===== src/pkg/armtc_pkg.sv =====
// armtc_pkg: register map, field positions and timing constants
// for the converter control block.
// assumes a 32-bit classic wishbone slave with word-aligned byte offsets.
package armtc_pkg;
  localparam logic [5:0] OFS_CTL_A = 6'h00;
  localparam logic [5:0] OFS_CTL_B = 6'h04;
  localparam logic [5:0] OFS_STATUS = 6'h08;
  localparam logic [5:0] OFS_SAMP_A = 6'h0C;
  localparam logic [5:0] OFS_SAMP_B = 6'h10;
  localparam logic [5:0] OFS_M0_HIGH = 6'h14;
  localparam logic [5:0] OFS_M0_LOW = 6'h18;
  localparam logic [5:0] OFS_M1_LIM = 6'h1C;
  localparam logic [5:0] OFS_M1_SEL = 6'h20;
  localparam logic [5:0] OFS_OVS = 6'h24;
  localparam logic [5:0] OFS_DATA = 6'h28;
  localparam logic [5:0] OFS_CHAN = 6'h2C;

  // control a fields
  localparam int A_M0_CHSEL = 0;
  localparam int A_M0_IE = 6;
  localparam int A_M0_SC = 9;
  localparam int A_M0_EN = 23;
  // control b fields
  localparam int B_ON = 0;
  localparam int B_DMA = 8;
  localparam int B_ALIGN = 11;
  localparam int B_TSRC = 17;
  localparam int B_SWST = 22;
  localparam int B_TEMP = 23;
  localparam int B_IREF = 24;
  // status fields
  localparam int S_M0_EV = 0;
  localparam int S_M1_EV = 1;
  localparam int S_EOC = 2;
  // monitor 1 limits: low in [11:0], high in [27:16]
  localparam int M1_HIGH_LSB = 16;
  // oversample control: resolution in [3:2]
  localparam int OVS_RES_LSB = 2;

  localparam int NCH = 18;
  localparam int BANK_A_CH = 10;
  localparam int CH_TEMP = 16;
  localparam int CH_IREF = 17;
  localparam int RES_W = 12;
  localparam int ALIGN_SHIFT = 4;

  typedef enum logic [1:0]
  {
    RES_12 = 2'b00,
    RES_10 = 2'b01,
    RES_8 = 2'b10,
    RES_6 = 2'b11
  } armtc_res_t;

  // conversion time in half clock cycles: 25, 21, 17, 13 (12.5, 10.5, 8.5, 6.5 cycles)
  localparam logic [9:0] CONV_HALF_12 = 10'h019;
  localparam logic [9:0] CONV_HALF_10 = 10'h015;
  localparam logic [9:0] CONV_HALF_8 = 10'h011;
  localparam logic [9:0] CONV_HALF_6 = 10'h00D;
  // sample time per 3-bit code, in half cycles (plain defaults)
  localparam logic [9:0] SAMP_HALF [8] = '{
    10'h005, 10'h00D, 10'h019, 10'h031,
    10'h061, 10'h0C1, 10'h181, 10'h301};

  localparam logic [11:0] MASK_12 = 12'hFFF;
  localparam logic [11:0] MASK_10 = 12'hFFC;
  localparam logic [11:0] MASK_8 = 12'hFF0;
  localparam logic [11:0] MASK_6 = 12'hFC0;
endpackage : armtc_pkg


===== src/core/armtc_ctrl.sv =====
// armtc_ctrl: register file, trigger, timing, result alignment,
// threshold monitors and dma request around a converter core.
// assumes classic wishbone on the same clock; the core presents
// its raw 12-bit result while convert_r is high, valid at the end.
//
// Function
// - monitor zero active only when enabled
// - out-of-range result sets monitor zero flag
// - flag and irq enable raise interrupt
// - monitor zero compares raw, pre-alignment result
// - monitor zero: one channel or all
// - monitor one enabled per channel bitmap
// - monitor one limits share one register
// - result stored left or right aligned
// - per-channel three-bit sample time
// - twelve bit: sample time plus 12.5
// - rising edge of trigger starts conversion
// - source bit: 0 hardware, 1 software
// - dma request after each conversion
// - second instance never requests dma
// - temp sensor bit powers channel 16
// - reference bit connects channel 17
// - result twelve bits, unused lsbs zero
// - conversion time shrinks with resolution
// - converter held in reset while off
//
// Decided for this implementation: the address map and the Wishbone slave port.
`timescale 1ns/10ps
module armtc_ctrl #(
  parameter bit SECOND_INSTANCE = 1'b0
) (
  input wire logic clock,
  input wire logic rst,
  input wire logic wb_cyc_i,
  input wire logic wb_stb_i,
  input wire logic wb_we_i,
  input wire logic [5:0] wb_adr_i,
  input wire logic [3:0] wb_sel_i,
  input wire logic [31:0] wb_dat_i,
  output logic [31:0] wb_dat_o,
  output logic wb_ack_o,
  input wire logic hw_trigger_input,
  input wire logic [11:0] core_result,
  output logic analog_power_r,
  output logic sample_r,
  output logic convert_r,
  output logic [4:0] mux_channel_r,
  output logic temp_sensor_on_r,
  output logic internal_ref_on_r,
  output logic dma_req_r,
  output logic irq_r
);
  typedef enum logic [1:0]
  {
    ST_IDLE = 2'b00,
    ST_SAMPLE = 2'b01,
    ST_CONVERT = 2'b10
  } armtc_state_t;

  logic [31:0] ctl_a_r;
  logic [31:0] ctl_b_r;
  logic [2:0] status_r;
  logic [2:0] samp_r [armtc_pkg::NCH];
  logic [11:0] m0_high_r;
  logic [11:0] m0_low_r;
  logic [31:0] m1_lim_r;
  logic [17:0] m1_sel_r;
  logic [1:0] res_r;
  logic [15:0] data_r;
  logic [4:0] chan_r;
  logic hw_trig_d_r;
  logic sw_start_d_r;
  armtc_state_t state_r;
  logic [9:0] cnt_r;
  logic [4:0] conv_ch_r;
  logic [31:0] rd_nxt;

  // writes land at the edge where the master samples ack high
  wire logic wr_en = wb_cyc_i & wb_stb_i & wb_we_i & wb_ack_o;
  wire logic rd_en = wb_cyc_i & wb_stb_i & ~wb_we_i & ~wb_ack_o;
  wire logic conv_on = ctl_b_r[armtc_pkg::B_ON];

  // byte-lane merge for writes
  function automatic logic [31:0] merge
  (
    input logic [31:0] old,
    input logic [31:0] dat,
    input logic [3:0] sel
  );
    logic [31:0] v;
    v = old;
    for (int i = 0; i < 4; i++)
    begin
      if (sel[i])
      begin
        v[i*8 +: 8] = dat[i*8 +: 8];
      end
    end
    return v;
  endfunction : merge

  // ---------------- wishbone handshake ----------------
  always_ff @(posedge clock or posedge rst)
  begin
    if (rst)
    begin
      wb_ack_o <= 1'b0;
    end
    else
    begin
      // one-cycle ack, dropped the cycle after it was given
      wb_ack_o <= wb_cyc_i & wb_stb_i & ~wb_ack_o;
    end
  end

  always_ff @(posedge clock or posedge rst)
  begin
    if (rst)
    begin
      wb_dat_o <= 32'h0000_0000;
    end
    else if (rd_en)
    begin
      wb_dat_o <= rd_nxt;
    end
  end

  always_comb
  begin
    rd_nxt = 32'h0000_0000;
    case (wb_adr_i)
      armtc_pkg::OFS_CTL_A: rd_nxt = ctl_a_r;
      armtc_pkg::OFS_CTL_B: rd_nxt = ctl_b_r;
      armtc_pkg::OFS_STATUS: rd_nxt = {29'h0000_0000, status_r};
      armtc_pkg::OFS_SAMP_A:
      begin
        for (int i = 0; i < armtc_pkg::BANK_A_CH; i++)
        begin
          rd_nxt[i*3 +: 3] = samp_r[i];
        end
      end
      armtc_pkg::OFS_SAMP_B:
      begin
        for (int i = armtc_pkg::BANK_A_CH; i < armtc_pkg::NCH; i++)
        begin
          rd_nxt[(i-armtc_pkg::BANK_A_CH)*3 +: 3] = samp_r[i];
        end
      end
      armtc_pkg::OFS_M0_HIGH: rd_nxt = {20'h0_0000, m0_high_r};
      armtc_pkg::OFS_M0_LOW: rd_nxt = {20'h0_0000, m0_low_r};
      armtc_pkg::OFS_M1_LIM: rd_nxt = m1_lim_r;
      armtc_pkg::OFS_M1_SEL: rd_nxt = {14'h0000, m1_sel_r};
      armtc_pkg::OFS_OVS:
        rd_nxt[armtc_pkg::OVS_RES_LSB +: 2] = res_r;
      armtc_pkg::OFS_DATA: rd_nxt = {16'h0000, data_r};
      armtc_pkg::OFS_CHAN: rd_nxt = {27'h000_0000, chan_r};
      default: rd_nxt = 32'h0000_0000;
    endcase
  end

  // ---------------- configuration registers ----------------
  always_ff @(posedge clock or posedge rst)
  begin
    if (rst)
    begin
      ctl_a_r <= 32'h0000_0000;
      ctl_b_r <= 32'h0000_0000;
      m0_high_r <= 12'hFFF;
      m0_low_r <= 12'h000;
      m1_lim_r <= 32'h0FFF_0000;
      m1_sel_r <= 18'h0_0000;
      res_r <= 2'h0;
      chan_r <= 5'h00;
    end
    else
    begin
      if (wr_en)
      begin
        case (wb_adr_i)
          armtc_pkg::OFS_CTL_A:
            ctl_a_r <= merge(ctl_a_r, wb_dat_i, wb_sel_i);
          armtc_pkg::OFS_CTL_B:
            ctl_b_r <= merge(ctl_b_r, wb_dat_i, wb_sel_i);
          armtc_pkg::OFS_M0_HIGH:
            m0_high_r <= 12'(merge({20'h0_0000, m0_high_r}, wb_dat_i,
              wb_sel_i));
          armtc_pkg::OFS_M0_LOW:
            m0_low_r <= 12'(merge({20'h0_0000, m0_low_r}, wb_dat_i,
              wb_sel_i));
          armtc_pkg::OFS_M1_LIM:
            m1_lim_r <= merge(m1_lim_r, wb_dat_i, wb_sel_i)
              & 32'h0FFF_0FFF;
          armtc_pkg::OFS_M1_SEL:
            m1_sel_r <= 18'(merge({14'h0000, m1_sel_r}, wb_dat_i,
              wb_sel_i));
          armtc_pkg::OFS_OVS:
          begin
            // resolution only takes effect while off
            if (!conv_on && wb_sel_i[0])
            begin
              res_r <= wb_dat_i[armtc_pkg::OVS_RES_LSB +: 2];
            end
          end
          armtc_pkg::OFS_CHAN:
          begin
            if (wb_sel_i[0])
            begin
              chan_r <= wb_dat_i[4:0];
            end
          end
          default:
          begin
          end
        endcase
      end
      // software start bit clears itself once a conversion begins
      if (state_r == ST_SAMPLE)
      begin
        ctl_b_r[armtc_pkg::B_SWST] <= 1'b0;
      end
    end
  end

  // per-channel sample time codes
  always_ff @(posedge clock or posedge rst)
  begin
    if (rst)
    begin
      for (int i = 0; i < armtc_pkg::NCH; i++)
      begin
        samp_r[i] <= 3'h0;
      end
    end
    else if (wr_en && wb_adr_i == armtc_pkg::OFS_SAMP_A)
    begin
      for (int i = 0; i < armtc_pkg::BANK_A_CH; i++)
      begin
        if (wb_sel_i[(i*3)/8] && wb_sel_i[(i*3+2)/8])
        begin
          samp_r[i] <= wb_dat_i[i*3 +: 3];
        end
      end
    end
    else if (wr_en && wb_adr_i == armtc_pkg::OFS_SAMP_B)
    begin
      for (int i = armtc_pkg::BANK_A_CH; i < armtc_pkg::NCH; i++)
      begin
        if (wb_sel_i[((i-armtc_pkg::BANK_A_CH)*3)/8]
          && wb_sel_i[((i-armtc_pkg::BANK_A_CH)*3+2)/8])
        begin
          samp_r[i] <= wb_dat_i[(i-armtc_pkg::BANK_A_CH)*3 +: 3];
        end
      end
    end
  end

  // ---------------- trigger and conversion timing ----------------
  wire logic hw_rise = hw_trigger_input & ~hw_trig_d_r;
  wire logic sw_rise = ctl_b_r[armtc_pkg::B_SWST] & ~sw_start_d_r;
  wire logic trig = ctl_b_r[armtc_pkg::B_TSRC] ? sw_rise : hw_rise;

  logic [9:0] conv_half;
  always_comb
  begin
    case (armtc_pkg::armtc_res_t'(res_r))
      armtc_pkg::RES_12: conv_half = armtc_pkg::CONV_HALF_12;
      armtc_pkg::RES_10: conv_half = armtc_pkg::CONV_HALF_10;
      armtc_pkg::RES_8: conv_half = armtc_pkg::CONV_HALF_8;
      armtc_pkg::RES_6: conv_half = armtc_pkg::CONV_HALF_6;
      default: conv_half = armtc_pkg::CONV_HALF_12;
    endcase
  end

  // half-cycle sample and conversion parts sum to whole cycles
  wire logic [9:0] samp_half = armtc_pkg::SAMP_HALF[samp_r[chan_r]];
  wire logic [9:0] samp_cyc = 10'((samp_half + 10'h001) >> 1);
  wire logic [9:0] conv_cyc = 10'((conv_half - 10'h001) >> 1);

  always_ff @(posedge clock or posedge rst)
  begin
    if (rst)
    begin
      hw_trig_d_r <= 1'b0;
      sw_start_d_r <= 1'b0;
    end
    else
    begin
      hw_trig_d_r <= hw_trigger_input;
      sw_start_d_r <= ctl_b_r[armtc_pkg::B_SWST];
    end
  end

  wire logic conv_end = state_r == ST_CONVERT && cnt_r == 10'h001;

  always_ff @(posedge clock or posedge rst)
  begin
    if (rst)
    begin
      state_r <= ST_IDLE;
      cnt_r <= 10'h000;
      conv_ch_r <= 5'h00;
    end
    else if (!conv_on)
    begin
      // held in reset while the converter is off
      state_r <= ST_IDLE;
      cnt_r <= 10'h000;
      conv_ch_r <= 5'h00;
    end
    else
    begin
      case (state_r)
        ST_IDLE:
        begin
          if (trig)
          begin
            state_r <= ST_SAMPLE;
            cnt_r <= samp_cyc;
            conv_ch_r <= chan_r;
          end
        end
        ST_SAMPLE:
        begin
          if (cnt_r == 10'h001)
          begin
            state_r <= ST_CONVERT;
            cnt_r <= conv_cyc;
          end
          else
          begin
            cnt_r <= cnt_r - 10'h001;
          end
        end
        ST_CONVERT:
        begin
          if (cnt_r == 10'h001)
          begin
            state_r <= ST_IDLE;
            cnt_r <= 10'h000;
          end
          else
          begin
            cnt_r <= cnt_r - 10'h001;
          end
        end
        default:
        begin
          state_r <= ST_IDLE;
        end
      endcase
    end
  end

  // ---------------- result path ----------------
  logic [11:0] res_mask;
  always_comb
  begin
    case (armtc_pkg::armtc_res_t'(res_r))
      armtc_pkg::RES_10: res_mask = armtc_pkg::MASK_10;
      armtc_pkg::RES_8: res_mask = armtc_pkg::MASK_8;
      armtc_pkg::RES_6: res_mask = armtc_pkg::MASK_6;
      default: res_mask = armtc_pkg::MASK_12;
    endcase
  end

  wire logic [11:0] raw = core_result & res_mask;
  wire logic m0_out = raw > m0_high_r || raw < m0_low_r;
  wire logic m1_out = raw > m1_lim_r[armtc_pkg::M1_HIGH_LSB +: 12]
    || raw < m1_lim_r[11:0];
  wire logic m0_hit = ctl_a_r[armtc_pkg::A_M0_EN] && m0_out
    && (!ctl_a_r[armtc_pkg::A_M0_SC]
    || ctl_a_r[armtc_pkg::A_M0_CHSEL +: 5] == conv_ch_r);
  wire logic m1_hit = conv_ch_r < 5'(armtc_pkg::NCH)
    && m1_sel_r[conv_ch_r] && m1_out;

  always_ff @(posedge clock or posedge rst)
  begin
    if (rst)
    begin
      data_r <= 16'h0000;
    end
    else if (!conv_on)
    begin
      data_r <= 16'h0000;
    end
    else if (conv_end)
    begin
      // alignment only affects storage, never the monitors
      data_r <= ctl_b_r[armtc_pkg::B_ALIGN]
        ? {raw, 4'h0} : {4'h0, raw};
    end
  end

  // sticky flags cleared by writing 0; a new event wins the clear
  logic [2:0] status_nxt;
  always_comb
  begin
    status_nxt = status_r;
    if (wr_en && wb_adr_i == armtc_pkg::OFS_STATUS && wb_sel_i[0])
    begin
      status_nxt = status_r & wb_dat_i[2:0];
    end
    if (conv_end)
    begin
      status_nxt[armtc_pkg::S_EOC] = 1'b1;
      if (m0_hit)
      begin
        status_nxt[armtc_pkg::S_M0_EV] = 1'b1;
      end
      if (m1_hit)
      begin
        status_nxt[armtc_pkg::S_M1_EV] = 1'b1;
      end
    end
  end

  always_ff @(posedge clock or posedge rst)
  begin
    if (rst)
    begin
      status_r <= 3'h0;
    end
    else if (!conv_on)
    begin
      status_r <= 3'h0;
    end
    else
    begin
      status_r <= status_nxt;
    end
  end

  // ---------------- outputs ----------------
  always_ff @(posedge clock or posedge rst)
  begin
    if (rst)
    begin
      analog_power_r <= 1'b0;
      sample_r <= 1'b0;
      convert_r <= 1'b0;
      mux_channel_r <= 5'h00;
      temp_sensor_on_r <= 1'b0;
      internal_ref_on_r <= 1'b0;
      dma_req_r <= 1'b0;
      irq_r <= 1'b0;
    end
    else
    begin
      analog_power_r <= conv_on;
      sample_r <= state_r == ST_SAMPLE;
      convert_r <= state_r == ST_CONVERT;
      mux_channel_r <= (state_r == ST_IDLE) ? chan_r : conv_ch_r;
      // sensor powered down when its bit is clear
      temp_sensor_on_r <= ctl_b_r[armtc_pkg::B_TEMP];
      internal_ref_on_r <= ctl_b_r[armtc_pkg::B_IREF];
      dma_req_r <= conv_end && ctl_b_r[armtc_pkg::B_DMA]
        && !SECOND_INSTANCE;
      irq_r <= status_nxt[armtc_pkg::S_M0_EV]
        && ctl_a_r[armtc_pkg::A_M0_IE];
    end
  end
endmodule : armtc_ctrl


===== config.mk =====
export PLATFORM = sky130hd
export DESIGN_NAME = armtc_ctrl
export DESIGN_NICKNAME = d
export VERILOG_FILES = /design/src/pkg/armtc_pkg.sv /design/src/core/armtc_ctrl.sv
export SDC_FILE = /design/constraint.sdc
export NUM_CORES = 1
export LEC_CHECK = 0
export BUFFER_PORTS_ARGS = -buffer_cell sky130_fd_sc_hd__buf_2
export CAP_MARGIN = 20
export CORE_MARGIN = 4
export CORE_UTILIZATION = 25
export CTS_BUF_LIST = sky130_fd_sc_hd__clkbuf_4 sky130_fd_sc_hd__clkbuf_8
export DETAILED_ROUTE_END_ITERATION = 8
export PLACE_DENSITY = 0.52
export SLEW_MARGIN = 10
export SYNTH_ARGS = -nofsm -noshare
export SYNTH_HDL_FRONTEND = slang
export SYNTH_SLANG_ARGS = --single-unit

===== constraint.sdc =====
create_clock -name clock -period 24.5 [get_ports clock]
set_input_delay 4.9 -clock clock [delete_from_list [all_inputs] [get_ports clock]]
set_output_delay 4.9 -clock clock [all_outputs]
set_load 0.05 [all_outputs]

## Word level (Yosys, flattened, before mapping)

Memory sizes are Yosys's and may differ from the RTL's.
Index checks and enable logic that the tools add are counted.

- Flip-flop bits (word level): 274
- Bits in latches: 0
- Bits in writable memories: 0
- ROM bits: 80
- Output and inout bits: 45
- Word-level logic and storage cells: 217
- Memories: 1

Memory list:

| name | depth | bits a word | rd ports | clocked after memory_dff | write ports | line | source |
|---|---|---|---|---|---|---|---|
| (no name shown) | 8 | 10 | 1 | 0 | 0 | armtc_ctrl.sv:275 | `wire logic [9:0] samp_half = armtc_pkg::SAMP_HALF[samp_r[chan_r]];` |

- Add/sub/neg operators: 3
- Multiply operators: 0
- Div/mod/pow operators: 0
- Magnitude comparators: 8
- Equality and inequality tests: 26
- Shift operators: 0
- Muxes and demuxes: 43
- Bitwise operators: 17
- Reduce and logical (&&, ||, !) cells: 61

Operators by type and width:

| cell | count |
|---|---|
| $pmux 20 s10 | 1 |
| $reduce_and 3->1 | 28 |
| $mux 10 | 6 |
| $mux 16 | 3 |
| $mux 23 | 2 |
| $pmux 10 s4 | 1 |
| $pmux 10 s3 | 1 |
| $eq 6x5->1 const B | 4 |
| $eq 6x6->1 const B | 4 |
| $gt 12x12->1 | 2 |
| $lt 12x12->1 | 2 |
| $pmux 2 s12 | 1 |
| $pmux 6 s4 | 1 |
| $pmux 2 s11 | 1 |
| $mux 5 | 4 |
| $sub 10x1->10 const B | 2 |
| $pmux 6 s3 | 1 |
| $mux 8 | 2 |
| $reduce_and 2->1 | 8 |
| $bmux 3 s5 | 1 |
| $mux 3 | 5 |
| $logic_and 1x1->1 | 14 |
| $and 12x12->12 | 1 |
| $eq 6x4->1 const B | 2 |
| other kinds (31) | 61 |

## Logic depth before layout (Yosys ltp)

Gate-level depths: netlist (run 1).

- Depth in word-level cells: 12
- Gate-level depth with buffers: 11

## Least setup slack after synthesis (run 1)

Ideal clock, no wire load.

- Path type: input-to-reg
- From: input core_result[1]
- To: register status_r[1]
- Setup time: 130 ps
- Data arrival time: 6436 ps
- Path slack: 17934 ps
- Stages on the path: 9
- Path through: and2_1 > ha_1 > and3_1 > o32ai_1 > a2111o_1 > a31oi_1 > o2111ai_1 > a2bb2oi_1 > o21ai_0

- Word-level cells in the longest chain between the ends: 7
- Elaborated cells between the ends (all ways): 8

Ends and longest elaborated chain:

| what | line | source |
|---|---|---|
| start, declared | armtc_ctrl.sv:43 | `input wire logic [11:0] core_result,` |
| $and 12x12->12 * | armtc_ctrl.sv:366 | `wire logic [11:0] raw = core_result & res_mask;` |
| $gt 12x12->1 or $lt 12x12->1 (tied branches) | armtc_ctrl.sv:368, armtc_ctrl.sv:369 |  |
| $logic_or 1x1->1 * | armtc_ctrl.sv:369 | `\|\| raw < m1_lim_r[11:0];` |
| $logic_and 1x1->1 * | armtc_ctrl.sv:374 | `&& m1_sel_r[conv_ch_r] && m1_out;` |
| $mux 1 * | armtc_ctrl.sv:410 | `if (m1_hit)` |
| $mux 3 * | armtc_ctrl.sv:403 | `if (conv_end)` |
| $mux 3 * | armtc_ctrl.sv:423 | `else if (!conv_on)` |
| end signal, assigned | armtc_ctrl.sv:429 | `status_r <= status_nxt;` |
| end, declared | armtc_ctrl.sv:62 | `logic [2:0] status_r;` |

Mark *: on every way between the ends. The rest lies on a longest branch, timed or not.
A chain may end at the register's enable or synchronous reset.

==> run_results.csv, run 1 <==
group,metric,value,unit
clock_tree,clock_latency,0.62,ns
clock_tree,cts_tree,"built",
placement,hpwl,34000,µm
routing,dr.pass1.iters,7,
worst_hold_path,hold_class,"flip-flop to flip-flop",
synth,synth_edf_count,0,
synth,synth_top_cell_area_share,0.448,
finish,fin_nets,1416,
clock_tree,cts_resized,0,
clock_tree,cts_buffers,52,
setup_path,endpoint_kind,"async pin",
placement,placed_cell_area,15300,µm²
sta,rsz0062_at_grt,"no",
clock_tree,clkSlewWorstSetupHoldPaths,0.06,ns
finish,fin_cells,2098,
synth,yosysWarnings,0,
sta,final.min_clock_period,6.86,ns
synth,synth.area.top_cells,"dfrtp_1, mux2_2, dfstp_2, ha_1, mux4_2",
setup_path,max_stage_delay,0.85,ns
clock_tree,cts_root_buf,"clkbuf_8",
sta,final.setup.tns,0,ns
setup_path,cpLargestDelayFamily,"buffers and inverters",
sta,max_freq,0.146,GHz
global_route,grtUsageTotal,0.157,
synth,synth_common_cells,"dfrtp_1, mux2_2, nand2_1, inv_1, ha_1",
global_route,grt_max_degree,133,
routing,wl_per_cell,22.5,µm
routing,route.detailed.drc,0,
setup_path,cp_max_fo,132,
clock_tree,cts_setup_buffers,0,
finish,area_growth,18.2,%
sta,slew_headroom,0.290,
floorplanning,coreArea,55200,µm²
clock_tree,htree_levels,2,
synth,syn_inst,1187,
clock_tree,cts_sinks,274,
sta,slew_violations,0,
synth,ys_seq_area_frac,0.493,
floorplanning,die_width,244,µm
finish,drive_above_1_share,0.354,
sta,tightest_slew,1.06,ns
setup_path,worstSetupPathType,"primary input to async pin",
setup_path,arrival,7.47,ns
sta,setup_viol,0,
placement,place_congestion,0.860,
power_and_ir_drop,p_total,1.01,mW
routing,routed_wl,47200,µm
floorplanning,die_area,59700,µm²
power_and_ir_drop,p_leak,7.75,nW
synth,syn_area_per_cell,11.8,µm²
power_and_ir_drop,peakVddDrop,0.0295,mV
sta,finalClockSkew,0.0304,ns
routing,dr.first_iter.drc_count,913,
routing,num_vias,10491,
run_status,status,"completed",
synth,ys_async_sr_fraction,1.00,
finish,design_area,16500,µm²
floorplanning,io_pins,105,
synth,syn-cell-area,14000,µm²
synth,yosys.cell_count.top_type,"dfrtp_1",
synth,ys_ff_latch,274,
setup_path,crit_chain,"buf_2, inv_8, buf_4, buf_4",
flow_run,max-cap-violations,0,
routing,via_per_inst,5.00,
setup_path,crit_slowest_cell,"buf_4",
global_route,antenna_found_initial,4,
setup_path,crit_top_cell,"buf_4",
clock_tree,cts_buffer_depth,3,
sta,finalHoldViolCount,0,
floorplanning,initial_core_util,0.253,
global_route,grt_overflow_total,0,
finish,fillerInstances,5673,
placement,port_buffers,104,
synth,synth_cell_types,77,
global_route,first_global_vias,10916,
sta,min_period_over_period,0.280,
synth,synth_ff_type,"dfrtp_1",
floorplanning,rows,86,
setup_path,startpoint_type,"primary input",
clock_tree,cts.hold.buffers_added,0,
finish,final_core_util,0.299,
synth,yosysTopAreaCell,"dfrtp_1",
routing,antenna_left,0,
setup_path,required,25.10,ns
floorplanning,die_y,244,µm
power_and_ir_drop,pwr_density_cell,61.0,nW/µm²
global_route,grt_pass1_wl,71700,µm
setup_path,crit_buf_inv,4,
placement,numPlacedInstances,1999,
synth,syn_nets,1297,
## per-stage QoR
step	hold slack, ns	worst slack (ns)
after global routing	0.423	17.10
final	0.410	17.64
after floorplan	0.368	12.09
after global placement	0.397	16.85
after detailed placement	0.398	16.80
after CTS	0.411	17.46
## worst register-to-register path, stage by stage (launching register included)
cell and delay (ns):
dfrtp_1 0.91, mux4_2 0.66, nand2_1 0.10, nand2_1 0.05, a21oi_1 0.13, o22a_1 0.25
ha_1 0.31, a221o_2 0.36
## placed cells by master, fill, tap and decap left out, types with 36 or more instances in the layout
cell	Yosys	final
clkbuf_8	1	69
buf_2	21	104
dfrtp_1	250	250
o21ai_0	45	45
nand2_1	110	110
inv_1	66	65
ha_1	50	50
a21oi_1	36	36
mux2_2	195	195
a22oi_1	44	44
## final timing paths
check	slack (ns)	depth (start not counted)	end	from
max in group clock	17.88	7	wb_dat_o[5]	wb_adr_i[3]
hold reg to reg	0.41	0	temp_sensor_on_r	ctl_b_r[23]
setup / recovery	17.64	4	samp_r[34]	rst
setup reg to reg	21.61	7	cnt_r[6]	chan_r[0]
hold / removal	0.41	0	temp_sensor_on_r	ctl_b_r[23]
min in group asynchronous	4.45	2	analog_power_r	rst
## state kept, by name, indices dropped and copies added, names as in the netlist, 2 cells and up
| register | flops |
|---|---|
| m1_sel_r | 18 |
| cnt_r | 10 |
| state_r | 2 |
| conv_ch_r | 5 |
| chan_r | 5 |
| status_r | 3 |
| data_r | 16 |
| ctl_b_r | 32 |
| m0_high_r | 12 |
| res_r | 2 |
| m0_low_r | 12 |
| m1_lim_r | 24 |
| samp_r | 54 |
| ctl_a_r | 32 |
| wb_dat_o | 32 |
| mux_channel_r | 5 |
## final cells by class
type / instances / area, µm² / area share
Clock buffer: 89 / 1100 / 0.0666
Clock inverter: 6 / 80.1 / 0.00485
Sequential cell: 274 / 6890 / 0.417
Multi-Input combinational cell: 792 / 6600 / 0.400
Antenna cell: 3 / 7.51 / 0.000455
Inverter: 66 / 255 / 0.0155
Tap cell: 748 / 936 / 0.0567
Timing Repair Buffer: 120 / 641 / 0.0388
## power by group
group | internal [mW] | switching (mW)
clock network | 0.301 | 0.200
registers | 0.456 | 0.00243
logic | 0.0137 | 0.0339
## layer usage
metal  vias up  wire, µm  global-route usage
li1       4681         -                   -
met2       327     23000               0.264
met3       100      2500              0.0316
met4         4      1650              0.0589
met5         -        28                   0
met1      5379     20000               0.200
## cell families (layout without fill, tap and decap cells)
| family | after synthesis | in the layout | synth area share |
|---|---|---|---|
| multiplexers | 231 | 231 | 0.200 |
| adder cells (fa/ha/maj) | 54 | 54 | 0.0477 |
| buffers and inverters | 121 | 281 | 0.0362 |
| flip-flops | 274 | 274 | 0.493 |
| AO/OA/AOI/OAI | 250 | 250 | 0.131 |
| XOR/XNOR | 13 | 13 | 0.00815 |
| other | 0 | 3 | 0 |
| AND/OR/NAND/NOR | 244 | 244 | 0.0845 |
No activity file was read; power rests on OpenSTA's default activity.
==> inputs of run 2 (changes only) <==
Settings changed: ABC_AREA from default to 1, PLACE_DENSITY 0.52 to 0.53.
Clock period 24.5 ns to 5.5 ns, I/O delays scaled along.
==> run 2 against run 1 <==
- critical path depth is 10 higher
- utilization down 0.24 points
- clock skew fell by 0.0043 ns
- cell count rose by 29%
- non-clock buffer count fell by 6
- combinational power increased to 5.2 times the previous value
==> run_results.csv, run 2 <==
group,metric,value,unit
synth,syn_inst,1780,
floorplanning,io_pins,105,
synth,syn_nets,1890,
floorplanning,coreArea,56400,µm²
sta,final.setup.tns,0,ns
power_and_ir_drop,p_leak,7.92,nW
setup_path,arrival,3.59,ns
clock_tree,cts_buffer_depth,3,
sta,max_freq,0.324,GHz
worst_hold_path,hold_class,"flip-flop to flip-flop",
finish,regMostFlops,"samp_r",
global_route,grt_pass1_wl,77700,µm
setup_path,startpoint_type,"flip-flop",
clock_tree,cts_resized,0,
finish,area_growth,17.4,%
finish,drive_above_1_share,0.148,
synth,syn_area_per_cell,8.01,µm²
clock_tree,cts_root_buf,"clkbuf_8",
sta,finalClockSkew,0.0261,ns
sta,tightest_slew,0.938,ns
setup_path,worstSetupPathType,"flip-flop to flip-flop",
worst_hold_path,whs_path_depth,0,
global_route,grtUsageTotal,0.167,
routing,dr.pass1.iters,6,
routing,dr_wl_met2,23300,µm
clock_tree,clkSlewWorstSetupHoldPaths,0.06,ns
global_route,grt_max_degree,103,
finish,largest_reg_flops,54,
clock_tree,cts_setup_buffers,0,
power_and_ir_drop,peakVddDrop,0.146,mV
sta,final.min_clock_period,3.09,ns
synth,yosysTopAreaCell,"dfrtp_1",
routing,dr.first_iter.drc_count,1180,
synth,yosysWarnings,0,
routing,route.detailed.drc,0,
sta,finalHoldViolCount,0,
clock_tree,cts_buffers,52,
power_and_ir_drop,pwr_density_cell,272,nW/µm²
routing,antenna_left,0,
synth,synth_ff_type,"dfrtp_1",
run_status,status,"completed",
setup_path,reg2reg_depth,14,
synth,ys_async_sr_fraction,1.00,
synth,yosys.cell_count.top_type,"nand2_1",
placement,port_buffers,104,
floorplanning,die_area,60900,µm²
synth,synth_edf_count,0,
flow_run,max-cap-violations,0,
finish,layout_common_cells,"nand2_1, dfrtp_1, inv_1, o21ai_0, buf_2",
floorplanning,rows,87,
global_route,antenna_found_initial,5,
sta,rsz0062_at_grt,"no",
synth,synth_cell_types,49,
sta,slew_violations,0,
synth,syn-cell-area,14200,µm²
clock_tree,cts_tree,"built",
clock_tree,htree_levels,2,
sta,slew_headroom,0.372,
placement,place_congestion,0.879,
synth,synth_common_cells,"nand2_1, dfrtp_1, inv_1, o21ai_0, nor2_1",
synth,synth_top_cell_area_share,0.439,
setup_path,required,6.01,ns
finish,regArea,6890,µm²
placement,hpwl,37100,µm
finish,fillerInstances,6149,
clock_tree,clock_latency,0.65,ns
routing,wl_met1,22800,µm
synth,ys_ff_latch,274,
setup_path,endpoint_kind,"flip-flop",
synth,ys_seq_area_frac,0.483,
synth,synth.area.top_cells,"dfrtp_1, nand2_1, o21ai_0, inv_1, dfstp_2",
routing,via_per_inst,4.82,
floorplanning,die_width,247,µm
routing,wl_met3,3840,µm
finish,final_core_util,0.297,
clock_tree,cts_sinks,274,
routing,wl_per_cell,19.1,µm
finish,fin_nets,2004,
finish,final_common_cell,"nand2_1",
sta,min_period_over_period,0.561,
routing,routed_wl,51400,µm
clock_tree,cts.hold.buffers_added,0,
global_route,first_global_vias,12703,
finish,multi_input_area,6090,µm²
floorplanning,die_y,247,µm
sta,setup_viol,0,
routing,num_vias,12987,
routing,dr.max_layer_used,"met5",
floorplanning,initial_core_util,0.253,
setup_path,cp_max_fo,24,
global_route,grt_overflow_total,0,
## run 2: changes by cell type after synthesis, moves of 23 or more
cell | before | now
nand3_1 | 33 | 71
inv_1 | 66 | 248
a22oi_1 | 44 | 10
mux2_2 | 195 | 0
o21ai_1 | 1 | 52
nor2_1 | 28 | 83
o22ai_1 | 8 | 52
nand2_1 | 110 | 485
o21ai_0 | 45 | 189
a21oi_1 | 36 | 73
a222oi_1 | 23 | 0
## run 2: kinds of logic after synthesis
kind of cell / count (synthesis) / synth area share
compound gates: 432 / 0.170
xor+xnor: 9 / 0.00553
buf+inv: 317 / 0.0893
simple gates: 698 / 0.208
fa+ha+maj: 50 / 0.0439
flops: 274 / 0.483
## run 2: layout make-up
class                   count  share of cell area
diodes                      3            0.000449
clock buffers              86              0.0633
clock inverters            11             0.00703
inverters                 263              0.0595
multi-input cells        1189               0.364
flip-flops and latches    274               0.412
well taps                 756              0.0566
repair buffers            114              0.0371
## run 2: through the flow
stage	hold slack, ns	std cells	total power [mW]	area, µm²	setup slack [ns]
final	0.434	2696	4.56	16700	2.41
after global routing	0.446	2694	4.73	16700	2.14
after CTS	0.425	2693	4.61	16700	2.47
after detailed placement	0.413	2596	2.32	15500	2.21
after global placement	0.410	2596	2.32	15500	2.26
after floorplan	0.354	1780	2.21	14300	0.796
## run 2: report_power, final
group | switching, mW | internal [mW]
registers | 0.00877 | 2.03
logic | 0.188 | 0.0592
clock network | 0.957 | 1.31
## run 2: final timing paths
| check | endpoint | slack, ns | from |
|---|---|---|---|
| max in group asynchronous | samp_r[4] | 3.75 | rst |
| worst min register to register | internal_ref_on_r | 0.43 | ctl_b_r[24] |
| worst max register to register | cnt_r[6] | 2.41 | chan_r[0] |
| worst min-delay path | internal_ref_on_r | 0.43 | ctl_b_r[24] |
| worst max-delay path | cnt_r[6] | 2.41 | chan_r[0] |
| min in group asynchronous | ctl_a_r[8] | 0.58 | rst |
## run 2: critical path: stages, from the launching register on
cell,delay [ns]
dfrtp_1,0.93
inv_2,0.40
a21oi_1,0.24
o21ai_0,0.17
nand2_1,0.13
nand2_1,0.07
o2111ai_1,0.11
nand2_1,0.08
o21ai_0,0.15
inv_1,0.08
ha_1,0.32
nand2_1,0.07
nand2_1,0.06
nand2_1,0.06
o21ai_0,0.08
## run 2: per-layer routing
metal / GRT usage / up-vias
met1: 0.228 / 6272
met4: 0.0527 / 4
li1: - / 6075
met3: 0.0345 / 101
met5: 0 / -
met2: 0.264 / 535
